===== src/hw/msmt_map.vh =====
`ifndef MSMT_MAP_VH
`define MSMT_MAP_VH
// ------------------------------------------------------------
// Register offsets (byte addresses on the plain port)
// ------------------------------------------------------------
`define MSMT_OFS_STBY_B    8'h00
`define MSMT_OFS_STBY_C    8'h04
`define MSMT_OFS_PWR_CTRL  8'h08
`define MSMT_OFS_WDT_CTRL  8'h0c
`define MSMT_OFS_MODE_STAT 8'h10
// ------------------------------------------------------------
// Reset values
// ------------------------------------------------------------
`define MSMT_RST_STBY_B    8'hff
`define MSMT_RST_STBY_C    8'hf8
`define MSMT_RST_PWR_CTRL  8'h00
`define MSMT_RST_WDT_CTRL  8'h00
// ------------------------------------------------------------
// Field positions
// ------------------------------------------------------------
`define MSMT_STBY_C_MASK   8'hf8
`define MSMT_BIT_WDT       2
`define MSMT_BIT_SERIAL    7
`define MSMT_PC_LOW        0
`define MSMT_PC_MED        1
`define MSMT_PC_SOFTWARE_STANDBY_SELECT       2
`define MSMT_PC_TMW        3
`define MSMT_PC_DIRECT     4
`define MSMT_WD_ON         0
// ------------------------------------------------------------
// Operating modes
// ------------------------------------------------------------
`define MSMT_M_RESET       4'h0
`define MSMT_M_ACT_HI      4'h1
`define MSMT_M_ACT_MED     4'h2
`define MSMT_M_SUBACT      4'h3
`define MSMT_M_SLP_HI      4'h4
`define MSMT_M_SLP_MED     4'h5
`define MSMT_M_SUBSLP      4'h6
`define MSMT_M_STANDBY     4'h7
`define MSMT_M_WATCH       4'h8
`endif


===== src/hw/msmt_sync.v =====
`include "msmt_map.vh"
`default_nettype none
// ------------------------------------------------------------
// Two-stage synchroniser for pin levels
// ------------------------------------------------------------
module msmt_sync (
  input  wire clk,
  input  wire reset,
  input  wire d,
  output reg  q
);
  reg meta; // First stage, read only by q
  always @(posedge clk) begin
    if (reset) begin
      meta <= 1'b0;
      q    <= 1'b0;
    end else begin
      meta <= d;
      q    <= meta;
    end
  end
endmodule // msmt_sync
`default_nettype wire


===== src/hw/msmt_top.v =====
// Design decisions made here: strobed register access and the placing of the registers.
`include "msmt_map.vh"
`default_nettype none
// How it works
// - Register b bits gate eight units, reset one
// - Register c bits seven..three gate units, reset one
// - Register c bits two..zero read zero always
// - Serial channel held in reset while standby
// - Watchdog standby bit stored but ignored while on
// - Clearing watchdog-on makes stored standby bit act
// - Sleep instruction enters halt chosen by flags
// - Interrupt returns halt state to execution
// - Direct active to subactive with flags 1,1,1,1
// - Direct flags 0,0,1 change active speed
// - External reset forces reset state
// - Flags 0,0,0 enter sleep, speed picks
// - Standby or watch, low-speed flag picks wake mode
module msmt_top (
  input  wire       clk,
  input  wire       reset,
  input  wire [7:0] addr,
  input  wire [7:0] wdata,
  input  wire       wr_stb,
  input  wire       rd_stb,
  output reg  [7:0] rdata,
  input  wire       sleep_exec,
  input  wire       irq_accept,
  input  wire       external_reset_in,
  output reg  [7:0] unit_standby_b,
  output reg  [4:0] unit_standby_c,
  output reg        serial_channel_reset,
  output reg  [3:0] op_mode,
  output reg        cpu_halted
);
  // ----------------------------------------------------------
  // Registers
  // ----------------------------------------------------------
  reg  [7:0] peripheral_standby_ctrl_b; // Bit low means unit stopped, watchdog bit only while watchdog-on is clear
  reg  [7:0] peripheral_standby_ctrl_c; // Low three bits stay zero
  reg  [4:0] pwr_ctrl;                  // Speed and transition flags
  reg        watchdog_on;               // Watchdog running flag
  wire       ext_rst_sync;              // Synchronised reset pin
  reg  [3:0] mode;                      // Current operating mode
  reg  [3:0] next_mode;                 // Mode after this cycle
  reg  [3:0] wake_mode;                 // Mode an interrupt returns to
  reg  [3:0] next_wake;                 // Wake target chosen at sleep
  wire       low_speed_select         = pwr_ctrl[`MSMT_PC_LOW];
  wire       medium_speed_select      = pwr_ctrl[`MSMT_PC_MED];
  wire       software_standby_select  = pwr_ctrl[`MSMT_PC_SOFTWARE_STANDBY_SELECT];
  wire       timer_watch_select       = pwr_ctrl[`MSMT_PC_TMW];
  wire       direct_transition_select = pwr_ctrl[`MSMT_PC_DIRECT];
  wire       executing = (mode == `MSMT_M_ACT_HI) || (mode == `MSMT_M_ACT_MED) ||
                         (mode == `MSMT_M_SUBACT);
  wire [3:0] act_speed = medium_speed_select ? `MSMT_M_ACT_MED : `MSMT_M_ACT_HI;
  // Pin is asynchronous to clk, so it crosses two flops first
  msmt_sync u_rst_sync (
    .clk   (clk),
    .reset (reset),
    .d     (external_reset_in),
    .q     (ext_rst_sync)
  );
  // ----------------------------------------------------------
  // Register writes
  // ----------------------------------------------------------
  always @(posedge clk) begin
    if (reset) begin
      peripheral_standby_ctrl_b <= `MSMT_RST_STBY_B;
      peripheral_standby_ctrl_c <= `MSMT_RST_STBY_C;
      pwr_ctrl                  <= 5'h00;
      watchdog_on               <= 1'b0;
    end else if (wr_stb) begin
      if (addr == `MSMT_OFS_STBY_B) begin
        // Watchdog bit stores whatever is written, even while running
        peripheral_standby_ctrl_b <= wdata;
      end else if (addr == `MSMT_OFS_STBY_C) begin
        // Reserved bits masked off on every write
        peripheral_standby_ctrl_c <= wdata & `MSMT_STBY_C_MASK;
      end else if (addr == `MSMT_OFS_PWR_CTRL) begin
        pwr_ctrl <= wdata[4:0];
      end else if (addr == `MSMT_OFS_WDT_CTRL) begin
        watchdog_on <= wdata[`MSMT_WD_ON];
      end
    end
  end
  // ----------------------------------------------------------
  // Read port, data valid the cycle after the strobe
  // ----------------------------------------------------------
  always @(posedge clk) begin
    if (reset) begin
      rdata <= 8'h00;
    end else if (rd_stb) begin
      if (addr == `MSMT_OFS_STBY_B) begin
        rdata <= peripheral_standby_ctrl_b;
      end else if (addr == `MSMT_OFS_STBY_C) begin
        rdata <= peripheral_standby_ctrl_c & `MSMT_STBY_C_MASK;
      end else if (addr == `MSMT_OFS_PWR_CTRL) begin
        rdata <= {3'h0, pwr_ctrl};
      end else if (addr == `MSMT_OFS_WDT_CTRL) begin
        rdata <= {7'h00, watchdog_on};
      end else if (addr == `MSMT_OFS_MODE_STAT) begin
        rdata <= {4'h0, mode};
      end else begin
        // Unmapped addresses read zero
        rdata <= 8'h00;
      end
    end else begin
      rdata <= 8'h00;
    end
  end
  // ----------------------------------------------------------
  // Mode selection
  // ----------------------------------------------------------
  always @* begin
    next_mode = mode;
    next_wake = wake_mode;
    case (mode)
      `MSMT_M_RESET: begin
        // Leaves reset once the pin has gone away
        next_mode = `MSMT_M_ACT_HI;
      end
      `MSMT_M_ACT_HI, `MSMT_M_ACT_MED: begin
        if (sleep_exec) begin
          if (!low_speed_select && !software_standby_select && direct_transition_select) begin
            next_mode = act_speed;
          end else if (low_speed_select && software_standby_select && timer_watch_select &&
                       direct_transition_select) begin
            next_mode = `MSMT_M_SUBACT;
          end else if (!low_speed_select && !software_standby_select && !direct_transition_select) begin
            next_mode = medium_speed_select ? `MSMT_M_SLP_MED : `MSMT_M_SLP_HI;
            next_wake = act_speed;
          end else if (software_standby_select && !direct_transition_select &&
                       (!low_speed_select || timer_watch_select)) begin
            next_mode = timer_watch_select ? `MSMT_M_WATCH : `MSMT_M_STANDBY;
            next_wake = low_speed_select ? `MSMT_M_SUBACT : act_speed;
          end else begin
            // Undefined flag mix still yields a known halt
            next_mode = `MSMT_M_SLP_HI;
            next_wake = `MSMT_M_ACT_HI;
          end
        end
      end
      `MSMT_M_SUBACT: begin
        if (sleep_exec) begin
          if (software_standby_select && timer_watch_select && direct_transition_select) begin
            next_mode = low_speed_select ? `MSMT_M_SUBACT : act_speed;
          end else if (software_standby_select && timer_watch_select) begin
            next_mode = `MSMT_M_WATCH;
            next_wake = low_speed_select ? `MSMT_M_SUBACT : act_speed;
          end else if (low_speed_select && timer_watch_select && !direct_transition_select) begin
            next_mode = `MSMT_M_SUBSLP;
            next_wake = `MSMT_M_SUBACT;
          end else begin
            next_mode = `MSMT_M_SLP_HI;
            next_wake = `MSMT_M_ACT_HI;
          end
        end
      end
      default: begin
        // Any halt state: accepted interrupt resumes execution
        if (irq_accept) begin
          next_mode = wake_mode;
        end
      end
    endcase
  end
  // ----------------------------------------------------------
  // Mode register; reset pin overrides everything
  // ----------------------------------------------------------
  always @(posedge clk) begin
    if (reset || ext_rst_sync) begin
      mode      <= `MSMT_M_RESET;
      wake_mode <= `MSMT_M_ACT_HI;
    end else begin
      mode      <= next_mode;
      wake_mode <= next_wake;
    end
  end
  // ----------------------------------------------------------
  // Outputs, all registered
  // ----------------------------------------------------------
  always @(posedge clk) begin
    if (reset) begin
      unit_standby_b       <= 8'h00;
      unit_standby_c       <= 5'h00;
      serial_channel_reset <= 1'b0;
      op_mode              <= `MSMT_M_RESET;
      cpu_halted           <= 1'b0;
    end else begin
      // High means unit is in standby
      unit_standby_b <= ~peripheral_standby_ctrl_b;
      // Running watchdog overrides its stored standby bit
      unit_standby_b[`MSMT_BIT_WDT] <= ~peripheral_standby_ctrl_b[`MSMT_BIT_WDT] & ~watchdog_on;
      unit_standby_c <= ~peripheral_standby_ctrl_c[7:3];
      serial_channel_reset <= ~peripheral_standby_ctrl_c[`MSMT_BIT_SERIAL];
      if (ext_rst_sync) begin
        // Pin reset must show on the mode output as well, not only inside
        op_mode    <= `MSMT_M_RESET;
        cpu_halted <= 1'b0;
      end else begin
        op_mode    <= next_mode;
        cpu_halted <= ~((next_mode == `MSMT_M_ACT_HI) || (next_mode == `MSMT_M_ACT_MED) ||
                        (next_mode == `MSMT_M_SUBACT) || (next_mode == `MSMT_M_RESET));
      end
    end
  end
  // Executing flag kept for status decode symmetry
  wire unused_exec = executing;
endmodule // msmt_top
`default_nettype wire


===== config.mk =====
export PLATFORM = sky130hd
export DESIGN_NAME = msmt_top
export DESIGN_NICKNAME = d
export VERILOG_FILES = /design/src/hw/msmt_sync.v /design/src/hw/msmt_top.v
export VERILOG_INCLUDE_DIRS = /design/src /design/src/hw
export SDC_FILE = /design/constraint.sdc
export NUM_CORES = 1
export LEC_CHECK = 0
export BUFFER_PORTS_ARGS = -buffer_cell sky130_fd_sc_hd__clkbuf_2
export CORE_MARGIN = 2
export CORE_UTILIZATION = 55
export CTS_BUF_LIST = sky130_fd_sc_hd__clkbuf_2 sky130_fd_sc_hd__clkbuf_4 sky130_fd_sc_hd__clkbuf_8
export DETAILED_ROUTE_END_ITERATION = 7
export GPL_ROUTABILITY_DRIVEN = 0
export PLACE_DENSITY_LB_ADDON = 0.12
export SETUP_SLACK_MARGIN = 0.15
export SLEW_MARGIN = 10
export SYNTH_ARGS = -nofsm -noshare
export SYNTH_HDL_FRONTEND = slang
export SYNTH_SLANG_ARGS = --single-unit

===== constraint.sdc =====
create_clock -name clk -period 2.2 [get_ports clk]
set_clock_uncertainty 0.15 [all_clocks]
set_input_delay 0.44 -clock clk [delete_from_list [all_inputs] [get_ports clk]]
set_output_delay 0.44 -clock clk [all_outputs]
set_load 0.02 [all_outputs]

==> results.sh <==
export IMPL_die_w_um=65.7
export IMPL_synthesis_area_sq_um=2100
export IMPL_syn_instance_count=233
export IMPL_synth_area_per_cell_sq_um=8.99
export IMPL_whs_path_depth=2
export IMPL_synth_area_leaders="dfxtp_1, mux2i_1, nor2_1"
export IMPL_vias_per_cell=5.51
export IMPL_period_share_pct=82.4
export IMPL_r2r_slack_ns=0.39
export IMPL_cts_path_max_buffers=2
export IMPL_synth_cell_type_count=40
export IMPL_drt_total_wl_mm=4.58
export IMPL_drv_slew=0
export IMPL_clkLatencyLatePin_ns=0.30
export IMPL_track_usage_pct=22.5
export IMPL_fmax_mhz=552
export IMPL_multi_input_area_sq_um=1030
export IMPL_antenna_found_initial=0
export IMPL_drc_errors=0
export IMPL_hpwlAfterDp_mm=3.28
export IMPL_p_seq_share_pct=57.9
export IMPL_p_clk_share_pct=33.9
export IMPL_cts_tree="yes"
export IMPL_ys_seq_area_share_pct=46.8
export IMPL_p_sw_uw=381
export IMPL_gr_total_overflow=0
export IMPL_grt_pass1_wl_mm=7.45
export IMPL_synth_top_area_share_pct=46.8
export IMPL_dpl_cell_area_sq_um=2420
export IMPL_status="finished clean"
export IMPL_via_count=1829
export IMPL_p_comb_share_pct=8.3
export IMPL_yosysWarningCount=0
export IMPL_rr_worst_depth=5
export IMPL_htreeDepth=2
export IMPL_setup_tns_ns=0
export IMPL_io_pins=50
export IMPL_p_int_uw=1190
export IMPL_path_max_fanout=9
export IMPL_synthesis_nets=256
export IMPL_die_y_um=65.7
export IMPL_synth_seq_cells=49
export IMPL_async_flop_share_pct=0
export IMPL_hp_class="in -> reg"
export IMPL_synth_flop_cell="dfxtp_1"
export IMPL_fin_crit_ns=1.81
export IMPL_post_drt_wl_per_cell_um=13.8
export IMPL_grt_max_degree=32
export IMPL_post_cts_setup_buffers=0
export IMPL_min_to="u_rst_sync.meta"
export IMPL_setup_worst_path_end_class="flip-flop"
export IMPL_start_kind="flip-flop"
export IMPL_num_antenna_cells=0
export IMPL_static_leakage_power_uw=0.00108
export IMPL_ant_nets=0
export IMPL_fillers=305
export IMPL_seq_area_sq_um=981
export IMPL_hold_viol=0
export IMPL_core_area_sq_um=3660
export IMPL_power_density_nw_per_um2=626
export IMPL_postCtsHoldBufs=0
export IMPL_setup_violations=0
export IMPL_r2r_start="pwr_ctrl[3]"
export IMPL_drv_cap=0
export IMPL_p_sw_share_pct=24.3
export IMPL_synth_edf_count=0
export IMPL_min_delay_start="external_reset_in"
export IMPL_yosysMostFrequentCell="dfxtp_1"
export IMPL_drtPass1Iterations=4
export IMPL_path_clk_slew_ns=0.09
export IMPL_cts_resized=0
export IMPL_grt_pass1_vias=1534
export IMPL_relSlewSlack_pct=70.1
export IMPL_cp_arrival_ns=1.84
export IMPL_clock_sinks=49
export IMPL_syn2layout_area_growth_pct=19.8
export IMPL_r2r_end="cpu_halted"
export IMPL_design_area_sq_um=2510
export IMPL_required_ns=2.23
export IMPL_ys_top_cells_by_count="dfxtp_1, nor2_1, mux2i_1"
export IMPL_layout_drive_gt1_share_pct=27.5
export IMPL_path_class="reg -> reg"
export IMPL_cts_made_buffers=5
export IMPL_final_nets=306
export IMPL_rsz0062_at_grt="false"
export IMPL_start_util_pct=57.2
export IMPL_peakVddDrop_mv=0.601
export IMPL_port_buffers=49
export IMPL_num_rows=22
export IMPL_cts_root_buffer="clkbuf_8"
export IMPL_tightestPinTransition_ns=0.442
export IMPL_drt_iter0_markers=185
export IMPL_dieArea_sq_um=4320
export IMPL_synth_largest_area_cell="dfxtp_1"
-- critical path, stage by stage (launching register included) --
cell	delay (ns)
dfxtp_1	0.56
nand2_1	0.22
mux2i_1	0.19
a21oi_1	0.09
a211oi_1	0.37
o41ai_1	0.12
-- sequential cells by signal, summed over array words and instances (netlist names), named ones only --
register	cells
cpu_halted	1
mode	2
peripheral_standby_ctrl_b	8
peripheral_standby_ctrl_c	5
pwr_ctrl	5
rdata	8
u_rst_sync.meta	1
u_rst_sync.q	1
unit_standby_b	8
unit_standby_c	5
wake_mode	2
watchdog_on	1
-- area by class of cell --
cell class | instances | area share, %
clock inverter | 2 | 0.548
multi-input combinational | 161 | 41.1
inverter | 7 | 1.05
clock buffer | 6 | 3.04
sequential | 49 | 39.1
timing repair buffer | 59 | 12.8
tap | 48 | 2.39
-- cells in the final DEF (no fill, tap or decap), types with 4 or more instances in the layout --
cell type / synthesis / final
a211o_1: 4 / 4
a21oi_1: 15 / 15
buf_4: 2 / 10
clkbuf_2: 0 / 49
clkbuf_8: 0 / 5
dfxtp_1: 49 / 49
inv_1: 7 / 7
mux2i_1: 19 / 19
nand2_1: 15 / 15
nand2b_1: 14 / 14
nand3_1: 7 / 7
nor2_1: 24 / 24
nor2b_1: 8 / 8
nor3_1: 8 / 8
o211ai_1: 4 / 4
o21ai_0: 9 / 9
-- kinds of logic after synthesis --
| family | synth area share [%] |
|---|---|
| AOI/OAI and AO/OA | 14.9 |
| xor gates and xnor gates | 0.418 |
| buffers and inverters | 4.60 |
| DFF | 46.8 |
| muxes | 10.1 |
| and+or+nand+nor | 23.2 |
-- per-layer routing --
metal | vias up | wire length, um | global-route usage (%)
met5 | - | 0 | 0
met4 | 0 | 57 | 7.03
met3 | 8 | 247 | 4.28
met2 | 55 | 2010 | 31.1
met1 | 842 | 2260 | 34.7
li1 | 924 | - | -
-- power by group through the flow --
stage	clock network [uW]	registers (uW)	logic, uW
3_5_place_dp	0	929	129
6_report	532	909	130
3_3_place_gp	0	929	128
5_1_grt	573	911	142
4_1_cts	545	908	130
2_1_floorplan	0	929	72.7
-- worst max path at each step --
stage / from / end
3_5_place_dp: addr[4] / peripheral_standby_ctrl_b[4]
5_1_grt: addr[1] / rdata[1]
2_1_floorplan: addr[4] / pwr_ctrl[2]
6_report: pwr_ctrl[3] / cpu_halted
3_3_place_gp: addr[4] / peripheral_standby_ctrl_b[5]
4_1_cts: addr[4] / peripheral_standby_ctrl_b[4]
-- stage by stage --
step	hold slack (ns)	instances	power (uW)	utilization [%]	setup WS, ns
2_1_floorplan	0.243	233	1000	-	0.144
3_3_place_gp	0.251	324	1060	66.1	0.111
3_5_place_dp	0.257	324	1060	66.1	0.0770
4_1_cts	0.201	332	1580	68.6	0.400
5_1_grt	0.203	332	1630	68.6	0.240
6_report	0.206	332	1570	68.6	0.387
Note: power is estimated with default switching activity, not from simulation.
